**src/logic/rsr_pkg.sv**
```systemverilog
// constants and types shared by the special register bank
package rsr_pkg;
   // ==========================================================
   // queue geometry
   localparam int RSR_WORD_W = 32;
   localparam int RSR_IN_DEPTH = 32;
   localparam int RSR_IN_AW = 5;
   localparam int RSR_OUT_DEPTH = 8;
   localparam int RSR_OUT_AW = 3;
   localparam logic [3:0] RSR_OUT_FULL_THR = 4'h6;
   localparam logic [3:0] RSR_OUT_HARD_FULL = 4'h8;
   localparam logic [5:0] RSR_IN_FULL = 6'h20;
   // ==========================================================
   // flag register fields
   localparam int RSR_FLG_HOST_IRQ = 0;
   localparam int RSR_FLG_BUSY = 1;
   localparam int RSR_FLG_OUT_NF = 2;
   localparam int RSR_FLG_ICBYP = 3;
   localparam int RSR_FLG_STAT_LO = 4;
   localparam int RSR_FLG_HSTAT_LO = 8;
   localparam int RSR_FLG_PICKV = 16;
   localparam int RSR_FLG_PICKH = 17;
   localparam int RSR_FLG_FORCE = 30;
   localparam int RSR_FLG_IN_NE = 31;
   localparam logic RSR_ICBYP_RST = 1'b1;
   localparam logic RSR_FORCE_RST = 1'b0;
   localparam int RSR_HOST_DELAY = 3;
   // ==========================================================
   // segment register and indirect addressing
   localparam int RSR_SEG_PTRS = 4;
   localparam int RSR_SEG_FIELD = 4;
   localparam int RSR_SEG_IDX_LO = 19;
   localparam int RSR_SEED_IDX_W = 13;
   localparam logic [1:0] RSR_INDIRECT_TAG = 2'h1;
   // ==========================================================
   // clip history, scale
   localparam int RSR_CLIP_LO = 2;
   localparam int RSR_CLIP_W = 6;
   localparam int RSR_SCALE_W = 6;
   // ==========================================================
   // polled interrupt register
   localparam int RSR_INT_N = 6;
   localparam int RSR_INT_LAST_ODD = 14;
   localparam int RSR_INT_LAST_B = 15;
   localparam int RSR_INT_EN_LO = 16;
   localparam int RSR_INT_ANY = 31;
   // ==========================================================
   // special register selects seen by the pipeline
   typedef enum logic [2:0] {
      RSR_FLAG,
      RSR_SEG,
      RSR_CLIP,
      RSR_SCALE,
      RSR_SEED,
      RSR_INTR,
      RSR_FIFO,
      RSR_SWFIFO
   } rsr_sel_t;
endpackage : rsr_pkg

```
**src/logic/rsr_fifo.sv**
```systemverilog
// word queue with a memory array, pointers and an occupancy count
`timescale 1ns/1ns
`default_nettype none
module rsr_fifo #(
   parameter int W = 32,
   parameter int D = 8,
   parameter int AW = 3
) (
   input wire logic clk_in, // core clock
   input wire logic rst_in, // synchronous reset
   input wire logic push_in, // write one word, caller checks room
   input wire logic [W-1:0] din_in, // word to write
   input wire logic pop_in, // drop head, caller checks occupancy
   output logic [W-1:0] head_out, // oldest word
   output logic [AW:0] cnt_out // words held
);
   logic [W-1:0] mem [D];
   logic [AW-1:0] wr_q;
   logic [AW-1:0] rd_q;
   logic [AW:0] cnt_q;

   // ==========================================================
   // storage, no reset needed on the array
   always_ff @(posedge clk_in) begin
      if (push_in) begin
         mem[wr_q] <= din_in;
      end
   end

   // depth is a power of two so pointers wrap on their own
   always_ff @(posedge clk_in) begin
      if (rst_in) begin
         wr_q <= '0;
         rd_q <= '0;
         cnt_q <= '0;
      end else begin
         wr_q <= wr_q + AW'(push_in);
         rd_q <= rd_q + AW'(pop_in);
         cnt_q <= cnt_q + (AW+1)'(push_in) - (AW+1)'(pop_in);
      end
   end

   assign head_out = mem[rd_q];
   assign cnt_out = cnt_q;
endmodule : rsr_fifo
`default_nettype wire

```
**src/logic/rsr_bank.sv**
```systemverilog
// special hardware registers of the graphics core: queues, flags, segment, clip, seed, polling
//
// Contract
// - unused bits read zero, software writes zero
// - 32-word input queue, 8-word output queue
// - swapped alias exchanges bytes 3-0 and 2-1
// - vector use pops once; swap even only
// - stall on empty input or full output
// - output full seen at six, in decode
// - flag 30 override stops the six-entry output stall; eight entries still stall
// - flag 0 sticky host interrupt, host clears
// - busy and pick bits read-only in flags
// - flag 2 out-not-full, 31 in-not-empty
// - flag 3 forces cache miss, reset set
// - status 7:4 to host, 11:8 from host
// - four 3-bit pointers, nibble msb reads one
// - index 01xxxxxx maps to 128|ptr*16|low
// - clip flags shift in at bit 2
// - scale is msb position plus one
// - seed index in segment 31:19, seed word
// - pending bits sticky, cleared by writing one
// - external edge pending, polarity selectable
// - last-odd and last-b read-only indicators
// - enables 21:16, bit 31 any enabled
`timescale 1ns/1ns
`default_nettype none
module rsr_bank (
   input wire logic core_clk_in, // core clock
   input wire logic rst_in, // synchronous reset, high
   input wire logic rd_en_in, // decode reads a special register
   input wire rsr_pkg::rsr_sel_t rd_sel_in, // which one
   input wire logic rd_vec_in, // read feeds a vector operation
   input wire logic wr_en_in, // same instruction writes a special register
   input wire rsr_pkg::rsr_sel_t wr_sel_in, // which one
   input wire logic [31:0] wr_data_in, // write data
   input wire logic [7:0] opidx_in, // operand index to resolve
   output logic [7:0] resolved_idx_out, // register file location
   output logic [31:0] rd_even_out, // read data, even operand
   output logic [31:0] rd_odd_out, // read data, odd operand
   output logic rd_valid_out, // read data valid pulse
   output logic stall_out, // last instruction refused, hold it
   output logic instruction_cache_bypass, // forces cache miss
   input wire logic in_push_in, // host pushes input word
   input wire logic [31:0] in_data_in, // host word
   output logic in_ready_out, // input queue has room
   input wire logic out_pop_in, // host takes output word
   output logic out_avail_out, // output queue holds a word
   output logic [31:0] out_data_out, // popped output word
   output logic out_strobe_out, // out_data_out fresh pulse
   input wire logic host_irq_clear_in, // host mailbox clear pulse
   output logic host_interrupt_request, // delayed flag bit 0
   output logic [3:0] core_to_host_status, // delayed flag 7:4
   input wire logic [3:0] host_to_core_status, // written by host
   input wire logic engines_busy, // any drawing engine busy
   input wire logic pick_mode_valid, // last pick setting
   input wire logic pick_draw_hit, // draw hit seen
   input wire logic clip_scalar_in, // one clip flag
   input wire logic clip_vector_in, // two clip flags
   input wire logic sort_in, // four identical flags
   input wire logic [1:0] clip_flag_in, // [1] even pair, [0] odd pair
   input wire logic seed_op_in, // seed operation
   input wire logic [31:0] seed_in, // seed operand
   input wire logic [31:0] seed_table_in, // table word for seed index
   output logic [12:0] seed_index_out, // normalized table index
   input wire logic retrace_ev_in, // start of vertical retrace
   input wire logic ext_irq_in, // external interrupt pin
   input wire logic expansion_bus_control, // 1 rising, 0 falling edge
   input wire logic video_even_ev_in, // even field ended
   input wire logic video_odd_ev_in, // odd field ended
   input wire logic watch_a_ev_in, // watched byte a written
   input wire logic watch_b_ev_in // watched byte b written
);
   import rsr_pkg::*;

   // ==========================================================
   // queues
   logic [31:0] in_head;
   logic [RSR_IN_AW:0] in_cnt;
   logic [31:0] out_head;
   logic [RSR_OUT_AW:0] out_cnt;
   logic rd_fifo;
   logic wr_fifo;
   logic in_empty;
   logic out_thr_full;
   logic flag_force_q;
   logic out_block;
   logic go;
   logic rd_do;
   logic wr_do;
   logic in_push;
   logic out_pop;
   logic [RSR_IN_AW:0] in_cnt_nx;
   logic [RSR_OUT_AW:0] out_cnt_nx;

   assign rd_fifo = rd_en_in && (rd_sel_in == RSR_FIFO || rd_sel_in == RSR_SWFIFO);
   assign wr_fifo = wr_en_in && wr_sel_in == RSR_FIFO;
   assign in_empty = in_cnt == '0;
   assign out_thr_full = out_cnt >= RSR_OUT_FULL_THR;
   // a real full queue blocks even under override, else a word would be lost
   assign out_block = (out_thr_full && !flag_force_q) || out_cnt == RSR_OUT_HARD_FULL;
   assign go = !(rd_fifo && in_empty) && !(wr_fifo && out_block);
   assign rd_do = rd_en_in && go;
   assign wr_do = wr_en_in && go;
   assign in_push = in_push_in && in_ready_out;
   assign out_pop = out_pop_in && out_avail_out;
   assign in_cnt_nx = in_cnt + (RSR_IN_AW+1)'(in_push) - (RSR_IN_AW+1)'(rd_do && rd_fifo);
   assign out_cnt_nx = out_cnt + (RSR_OUT_AW+1)'(wr_do && wr_fifo) - (RSR_OUT_AW+1)'(out_pop);

   // one pop per read, even for a vector source
   rsr_fifo #(.W(RSR_WORD_W), .D(RSR_IN_DEPTH), .AW(RSR_IN_AW)) u_in_q (
      .clk_in(core_clk_in),
      .rst_in(rst_in),
      .push_in(in_push),
      .din_in(in_data_in),
      .pop_in(rd_do && rd_fifo),
      .head_out(in_head),
      .cnt_out(in_cnt)
   );

   rsr_fifo #(.W(RSR_WORD_W), .D(RSR_OUT_DEPTH), .AW(RSR_OUT_AW)) u_out_q (
      .clk_in(core_clk_in),
      .rst_in(rst_in),
      .push_in(wr_do && wr_fifo),
      .din_in(wr_data_in),
      .pop_in(out_pop),
      .head_out(out_head),
      .cnt_out(out_cnt)
   );

   // ==========================================================
   // flag register
   logic flag_hirq_q;
   logic flag_icbyp_q;
   logic [3:0] flag_stat_q;
   logic wr_flag;
   logic hirq_d;
   logic [31:0] flag_word;
   logic [4:0] host_dly_q [RSR_HOST_DELAY];

   assign wr_flag = wr_do && wr_sel_in == RSR_FLAG;
   // a core set in the clear cycle wins; writing zero does nothing
   assign hirq_d = (wr_flag && wr_data_in[RSR_FLG_HOST_IRQ])
      || (flag_hirq_q && !host_irq_clear_in);
   assign flag_word = {!in_empty, flag_force_q, 12'h000, pick_draw_hit, pick_mode_valid,
      4'h0, host_to_core_status, flag_stat_q, flag_icbyp_q, !out_thr_full,
      engines_busy, flag_hirq_q};

   always_ff @(posedge core_clk_in) begin
      if (rst_in) begin
         flag_hirq_q <= 1'b0;
         flag_icbyp_q <= RSR_ICBYP_RST;
         flag_stat_q <= 4'h0;
         flag_force_q <= RSR_FORCE_RST;
      end else begin
         flag_hirq_q <= hirq_d;
         if (wr_flag) begin
            flag_icbyp_q <= wr_data_in[RSR_FLG_ICBYP];
            flag_stat_q <= wr_data_in[RSR_FLG_STAT_LO +: 4];
            flag_force_q <= wr_data_in[RSR_FLG_FORCE];
         end
      end
   end

   // host sees interrupt and status three cycles after the flag changes
   always_ff @(posedge core_clk_in) begin
      if (rst_in) begin
         for (int i = 0; i < RSR_HOST_DELAY; i++) begin
            host_dly_q[i] <= 5'h00;
         end
      end else begin
         host_dly_q[0] <= {flag_stat_q, flag_hirq_q};
         for (int i = 1; i < RSR_HOST_DELAY; i++) begin
            host_dly_q[i] <= host_dly_q[i-1];
         end
      end
   end

   // ==========================================================
   // segment pointers and indirect index
   logic [2:0] seg_ptr_q [RSR_SEG_PTRS];
   logic [15:0] seg_lo;
   logic [RSR_SEED_IDX_W-1:0] seg_idx_q;
   logic [31:0] seg_word;
   logic wr_seg;
   logic [7:0] idx_d;

   assign wr_seg = wr_do && wr_sel_in == RSR_SEG;

   genvar g;
   generate
      for (g = 0; g < RSR_SEG_PTRS; g++) begin : g_seg
         assign seg_lo[g*RSR_SEG_FIELD +: RSR_SEG_FIELD] = {1'b1, seg_ptr_q[g]};
         always_ff @(posedge core_clk_in) begin
            if (rst_in) begin
               seg_ptr_q[g] <= 3'h0;
            end else if (wr_seg) begin
               seg_ptr_q[g] <= wr_data_in[g*RSR_SEG_FIELD +: 3];
            end
         end
      end
   endgenerate

   assign seg_word = {seg_idx_q, 3'h0, seg_lo};
   // pointer writes take effect at once; software keeps the three-cycle gap
   assign idx_d = (opidx_in[7:6] == RSR_INDIRECT_TAG)
      ? {1'b1, seg_ptr_q[opidx_in[5:4]], opidx_in[3:0]} : opidx_in;

   // ==========================================================
   // clip history
   logic [RSR_CLIP_W-1:0] clip_q;
   logic [RSR_CLIP_W-1:0] clip_d;

   // even pair compared first, so its flag is the older one
   assign clip_d = sort_in ? {clip_q[1:0], {4{clip_flag_in[0]}}}
      : clip_vector_in ? {clip_q[3:0], clip_flag_in[1], clip_flag_in[0]}
      : clip_scalar_in ? {clip_q[4:0], clip_flag_in[0]} : clip_q;

   // ==========================================================
   // scale and seed
   logic [RSR_SCALE_W-1:0] scale_q;
   logic [RSR_SCALE_W-1:0] scale_d;
   logic [31:0] seed_norm;
   logic [31:0] seed_q;
   logic seed_pend_q;

   function automatic logic [RSR_SCALE_W-1:0] rsr_msb_pos(input logic [31:0] v);
      logic [RSR_SCALE_W-1:0] p;
      p = '0;
      for (int i = 0; i < 32; i++) begin
         if (v[i]) begin
            p = RSR_SCALE_W'(i + 1);
         end
      end
      return p;
   endfunction : rsr_msb_pos

   assign scale_d = rsr_msb_pos(seed_in);
   assign seed_norm = (scale_d == '0) ? 32'h0000_0000 : seed_in << (6'h20 - scale_d);

   // ==========================================================
   // polled interrupt register
   logic [RSR_INT_N-1:0] pend_q;
   logic [RSR_INT_N-1:0] en_q;
   logic [RSR_INT_N-1:0] ev;
   logic [RSR_INT_N-1:0] clr;
   logic last_odd_q;
   logic last_b_q;
   logic ext_q;
   logic ext_edge;
   logic wr_intr;
   logic any_irq;
   logic [31:0] intr_word;

   // pin is synchronous to the core clock, one sample suffices
   assign ext_edge = expansion_bus_control ? (ext_irq_in && !ext_q)
      : (!ext_irq_in && ext_q);
   assign ev = {watch_b_ev_in, watch_a_ev_in, video_odd_ev_in, video_even_ev_in,
      ext_edge, retrace_ev_in};
   assign wr_intr = wr_do && wr_sel_in == RSR_INTR;
   assign clr = wr_intr ? wr_data_in[RSR_INT_N-1:0] : '0;
   assign any_irq = |(pend_q & en_q);
   assign intr_word = {any_irq, 9'h000, en_q, last_b_q, last_odd_q, 8'h00, pend_q};

   // ==========================================================
   // state updates for clip, seed and interrupts
   always_ff @(posedge core_clk_in) begin
      if (rst_in) begin
         clip_q <= '0;
         scale_q <= '0;
         seg_idx_q <= '0;
         seed_q <= 32'h0000_0000;
         seed_pend_q <= 1'b0;
         pend_q <= '0;
         en_q <= '0;
         last_odd_q <= 1'b0;
         last_b_q <= 1'b0;
         ext_q <= 1'b0;
      end else begin
         clip_q <= clip_d;
         seed_pend_q <= seed_op_in;
         if (seed_op_in) begin
            scale_q <= scale_d;
            seg_idx_q <= seed_norm[31 -: RSR_SEED_IDX_W];
         end
         if (seed_pend_q) begin
            seed_q <= seed_table_in;
         end
         pend_q <= (pend_q & ~clr) | ev;
         if (wr_intr) begin
            en_q <= wr_data_in[RSR_INT_EN_LO +: RSR_INT_N];
         end
         if (video_odd_ev_in || video_even_ev_in) begin
            last_odd_q <= video_odd_ev_in;
         end
         if (watch_a_ev_in || watch_b_ev_in) begin
            last_b_q <= watch_b_ev_in;
         end
         ext_q <= ext_irq_in;
      end
   end

   // ==========================================================
   // read mux and registered outputs
   logic [31:0] reg_word;
   logic [31:0] swapped;
   logic [31:0] even_d;
   logic [31:0] odd_d;

   assign swapped = {in_head[7:0], in_head[15:8], in_head[23:16], in_head[31:24]};
   assign reg_word = (rd_sel_in == RSR_FLAG) ? flag_word
      : (rd_sel_in == RSR_SEG) ? seg_word
      : (rd_sel_in == RSR_CLIP) ? {24'h000000, clip_q, 2'h0}
      : (rd_sel_in == RSR_SCALE) ? {26'h0000000, scale_q}
      : (rd_sel_in == RSR_SEED) ? seed_q
      : (rd_sel_in == RSR_INTR) ? intr_word : in_head;
   assign even_d = (rd_sel_in == RSR_SWFIFO) ? swapped : reg_word;
   // only a vector source splits the alias; scalar use gets one word twice
   assign odd_d = (rd_sel_in == RSR_SWFIFO && !rd_vec_in) ? swapped : reg_word;

   always_ff @(posedge core_clk_in) begin
      if (rst_in) begin
         rd_even_out <= 32'h0000_0000;
         rd_odd_out <= 32'h0000_0000;
         rd_valid_out <= 1'b0;
         stall_out <= 1'b0;
         resolved_idx_out <= 8'h00;
         in_ready_out <= 1'b0;
         out_avail_out <= 1'b0;
         out_data_out <= 32'h0000_0000;
         out_strobe_out <= 1'b0;
      end else begin
         rd_valid_out <= rd_do;
         if (rd_do) begin
            rd_even_out <= even_d;
            rd_odd_out <= odd_d;
         end
         stall_out <= (rd_en_in || wr_en_in) && !go;
         resolved_idx_out <= idx_d;
         in_ready_out <= in_cnt_nx != RSR_IN_FULL;
         out_avail_out <= out_cnt_nx != '0;
         out_strobe_out <= out_pop;
         if (out_pop) begin
            out_data_out <= out_head;
         end
      end
   end

   assign instruction_cache_bypass = flag_icbyp_q;
   assign host_interrupt_request = host_dly_q[RSR_HOST_DELAY-1][0];
   assign core_to_host_status = host_dly_q[RSR_HOST_DELAY-1][4:1];
   assign seed_index_out = seg_idx_q;

   // ==========================================================
   // checks
   a_pop_nonempty: assert property (
      @(posedge core_clk_in) disable iff (rst_in)
      (rd_en_in && rd_fifo && in_cnt == '0) |=> stall_out && !rd_valid_out)
      else $error("read of empty input queue not stalled");

   a_out_thresh: assert property (
      @(posedge core_clk_in) disable iff (rst_in)
      (wr_fifo && out_cnt == RSR_OUT_FULL_THR && !flag_force_q) |=> stall_out)
      else $error("write at six entries not stalled");

   a_force_pass: assert property (
      @(posedge core_clk_in) disable iff (rst_in)
      (wr_fifo && !rd_fifo && flag_force_q && out_cnt < RSR_OUT_HARD_FULL) |=> !stall_out)
      else $error("override did not prevent output stall");

   a_host_delay: assert property (
      @(posedge core_clk_in) disable iff (rst_in)
      ##3 (host_interrupt_request == $past(flag_hirq_q, 3)))
      else $error("host interrupt not delayed by three");

   a_pend_hold: assert property (
      @(posedge core_clk_in) disable iff (rst_in)
      (pend_q[0] && !(wr_intr && wr_data_in[0])) |=> pend_q[0])
      else $error("pending retrace dropped without clear");

   a_swap_vec: assert property (
      @(posedge core_clk_in) disable iff (rst_in)
      (rd_do && rd_sel_in == RSR_SWFIFO && rd_vec_in) |=>
      rd_even_out == {rd_odd_out[7:0], rd_odd_out[15:8], rd_odd_out[23:16],
      rd_odd_out[31:24]})
      else $error("swapped alias vector data mismatch");

   a_seg_ones: assert property (
      @(posedge core_clk_in) disable iff (rst_in)
      (rd_do && rd_sel_in == RSR_SEG) |=> (rd_even_out & 32'h0000_8888) == 32'h0000_8888)
      else $error("segment nibble top bits not one");

   a_indirect_map: assert property (
      @(posedge core_clk_in) disable iff (rst_in)
      (opidx_in[7:6] == 2'h1) |=> resolved_idx_out[7] && resolved_idx_out[3:0] ==
      $past(opidx_in[3:0]))
      else $error("indirect index mapped wrongly");

   a_any_irq: assert property (
      @(posedge core_clk_in) disable iff (rst_in)
      ((ev & en_q) != '0 && !wr_intr) |=> intr_word[RSR_INT_ANY])
      else $error("enabled event did not raise summary bit");

   a_clip_shift: assert property (
      @(posedge core_clk_in) disable iff (rst_in)
      (clip_scalar_in && !clip_vector_in && !sort_in) |=>
      clip_q == {$past(clip_q[4:0]), $past(clip_flag_in[0])})
      else $error("clip flag did not shift in at bit 2");

   a_scale_eight: assert property (
      @(posedge core_clk_in) disable iff (rst_in)
      (seed_op_in && seed_in == 32'h0000_0008) |=> scale_q == 6'h04)
      else $error("scale of eight is not four");
endmodule : rsr_bank
`default_nettype wire

```
**config.mk**
```make
export PLATFORM = sky130hd
export DESIGN_NAME = rsr_bank
export DESIGN_NICKNAME = d
export VERILOG_FILES = /design/src/logic/rsr_pkg.sv /design/src/logic/rsr_fifo.sv /design/src/logic/rsr_bank.sv
export SDC_FILE = /design/constraint.sdc
export NUM_CORES = 2
export LEC_CHECK = 0
export ABC_AREA = 0
export BUFFER_PORTS_ARGS = -buffer_cell sky130_fd_sc_hd__buf_2
export CORE_ASPECT_RATIO = 0.8
export CORE_MARGIN = 2
export CORE_UTILIZATION = 30
export CTS_CLUSTER_DIAMETER = 120
export DETAILED_ROUTE_END_ITERATION = 6
export SLEW_MARGIN = 20
export SYNTH_ARGS = -nofsm -noshare
export SYNTH_HDL_FRONTEND = slang
export SYNTH_SLANG_ARGS = --single-unit
```
**constraint.sdc**
```tcl
create_clock -name core_clk_in -period 6.2 [get_ports core_clk_in]
set_input_delay 0.31 -clock core_clk_in [delete_from_list [all_inputs] [get_ports core_clk_in]]
set_output_delay 0.31 -clock core_clk_in [all_outputs]
set_load 0.02 [all_outputs]
```
==> out/metrics.yaml <==
drt-initial-drc-count: 3641
ys_types: 78
synth-edff-count: 1292
p_sw_mw: 5.55
hold_viol: 0
ant_nets: 0
final_cell_mix: "edfxtp_1 (1292), mux4_2 (409), buf_2 (296)"
tns_ns: 0
hp-class: "input pin to register"
post-route-min-period_ns: 4.56
arrival_ns: 5.20
timing.rr.end: "rd_odd_out[20]$_SDFFE_PP0P_"
cap_violations: 0
dp_slack_ns: 1.52
rsz0062_at_grt: "false"
die_h_um: 406
die_x_um: 507
cts_hold_buf: 122
clockRootBuffer: "clkbuf_16"
finClkSkew_ns: 0.0288
port_buffers: 297
max_clock_freq_ghz: 0.220
synth_area_leaders: "edfxtp_1 (64%), mux4_2 (15%), dfxtp_1 (7.6%)"
dieArea_um2: 206000
area_growth_pct: 18.4
cts_sinks: 1522
grt_antenna_before_repair: 20
max-clock-path-buffers: 3
gr-total-overflow: 0
setup_violations: 0
nNetsFinal: 3897
yosys_warnings: 0
routed_via_density: 5.22
drive_gt1_share_pct: 28.7
dp_hpwl_um: 112000
vias: 33974
io_pins: 298
seq_power_share_pct: 50.6
drtPass1Iterations: 5
grt_pass1_wl_um: 249000
p_sw_share_pct: 24.4
cts_resized: 0
ys.flop_type: "edfxtp_1"
critPathLaunchType: "input pin"
post-route-period-util_pct: 73.5
yosys.area.top_type: "edfxtp_1"
r2r_slack_ns: 1.97
globalplace.congestion: 0.872
critPathRequiredTime_ns: 6.84
ir_drop_mv: 0.191
maxSlewViolCount: 0
post-cts-setup-buffer-count: 0
tritoncts: "yes"
power_frac_comb_pct: 10.3
holdPathEnd: "u_in_q.mem[10][3]$_DFFE_PP_"
cts_buffers: 154
final.setup.worst_slack_ns: 1.64
wl_um: 176000
placedCellCount: 6105
start_util_pct: 30.2
async_reset_ff_share_pct: 0
worstRegToRegCells: 7
grt_pass1_vias: 33231
reg2reg_from: "u_in_q.rd_q[0]$_SDFF_PP0_"
final_common_cell: "edfxtp_1"
syn_area_per_cell_um2: 18.7
slew_headroom_pct: 22.1
drcViolationCount: 0
design_area_um2: 71900
stdcell_count: 6511
synth-seq-cells: 1522
htreeDepth: 4
p_int_mw: 17.2
finalCoreUtilization_pct: 35.8
synth_seq_area_share_pct: 71.5
worstPathMaxFanout: 23
tightest_slew_ns: 1.17
rows: 147
status: "complete, no violations"
end_kind: "register"
syn_area_um2: 60700
clk_pin_slew_ns: 0.06
hold_depth: 1
yosysTopAreaCellShare_pct: 63.9
wl_per_cell_um: 27.1
clk_latency_ns: 0.79
pwr-share-clk_pct: 39.1
hold_start: "in_data_in[3]"
syn-num-nets: 3436
grt_use_total_pct: 16.8
core_area_um2: 201000
p_leak_nw: 22.8
worst-setup-path-type: "input pin to register"
placed_cell_area_um2: 65900
grt_max_degree: 93
p_per_area_nw_per_um2: 317
synthCells: 3241
[registers in the layout, summed over array words and instances, names as in the netlist, 13 cells and up]
register,count
host_dly_q,15
out_data_out,32
rd_even_out,32
rd_odd_out,32
seed_index_out,13
seed_q,32
u_in_q.mem,1024
u_out_q.mem,256
[power by group through the flow]
stage	registers, mW	logic [mW]	clock network (mW)
2_1_floorplan	11.7	1.33	0
4_1_cts	11.5	2.36	9.09
3_5_place_dp	11.7	2.28	0
3_3_place_gp	11.7	2.26	0
6_report	11.5	2.35	8.89
5_1_grt	11.5	2.53	9.47
[per-layer routing]
layer | wire (µm) | share of wire (%) | GRT usage (%) | up-vias
li1 | - | - | - | 14187
met1 | 75300 | 43 | 23.4 | 18034
met2 | 82800 | 47 | 26.7 | 1520
met3 | 14900 | 8.5 | 4.15 | 227
met4 | 3180 | 1.8 | 3.68 | 6
met5 | 36 | 0.020 | 0 | -
[Yosys cell counts (all sizes together), types with 7 or more instances]
cell	count
clkbuf	129
a211o	7
o211ai	8
nand2	74
a211oi	55
nor2	223
xor2	10
inv	41
a31oi	7
and2	19
or3	7
nor3	25
o221ai	58
nand3	28
o21ai	42
nand3b	59
a22oi	24
dfxtp	230
a21oi	82
ha	23
edfxtp	1292
buf	84
mux2i	133
mux4	412
nor4	10
mux2	15
nor2b	47
[kinds of logic (layout without fill, tap and decap cells)]
logic type               Yosys count  count (layout)  share of synthesized area (%)
multiplexers                     560             560                           17.8
buffers and inverters            256             841                           1.70
flip-flops                      1522            1522                           71.5
XOR/XNOR                          16              16                          0.256
adder cells (fa/ha/maj)           25              25                          0.540
AND/OR/NAND/NOR                  525             525                           4.31
other                              0               3                              0
AO/OA/AOI/OAI                    337             337                           3.90
[area by class of cell]
class                           instances  area [µm²]
Tap cell                             2682        3360
Fill cell                           18638      129000
Multi-Input combinational cell       1463       16600
Antenna cell                            3        7.51
Inverter                               43         166
Clock buffer                          207        4150
Timing Repair Buffer                  518        3590
Sequential cell                      1522       43400
Clock inverter                         73         614
[stage by stage]
stage | hold slack, ns | power, mW
final | 0.0438 | 22.8
after global routing | 0.0470 | 23.5
after CTS | 0.00148 | 23.0
after detailed placement | 0.422 | 14.0
after global placement | 0.419 | 14.0
after floorplan | 0.389 | 13.1
[worst max-delay path by stage]
stage	start	to	slack, ns	cells after the start
2_1_floorplan	u_in_q.cnt_out[2]$_SDFF_PP0_	u_out_q.mem[4][0]$_DFFE_PP_	1.05	8
3_3_place_gp	seed_in[31]	seed_index_out[10]$_SDFFE_PP0P_	1.55	13
3_5_place_dp	seed_in[31]	seed_index_out[10]$_SDFFE_PP0P_	1.52	13
4_1_cts	seed_in[31]	seed_index_out[10]$_SDFFE_PP0P_	1.74	14
5_1_grt	seed_in[31]	seed_index_out[10]$_SDFFE_PP0P_	1.29	14
6_report	seed_in[31]	seed_index_out[10]$_SDFFE_PP0P_	1.64	14
[worst max-delay path: stages]
cell and delay (ns):
dlygate4sd3_1 0.56, buf_2 0.35, nor2b_1 0.17, nor4b_2 0.46, o2111a_2 0.38, nor2_8 0.11, inv_6 0.20, ha_1 0.72
inv_1 0.61, nand2_1 0.35, mux2i_1 0.17, mux4_2 0.49, a32oi_1 0.20, o31ai_1 0.09
No activity file was read; power rests on OpenSTA's default activity.
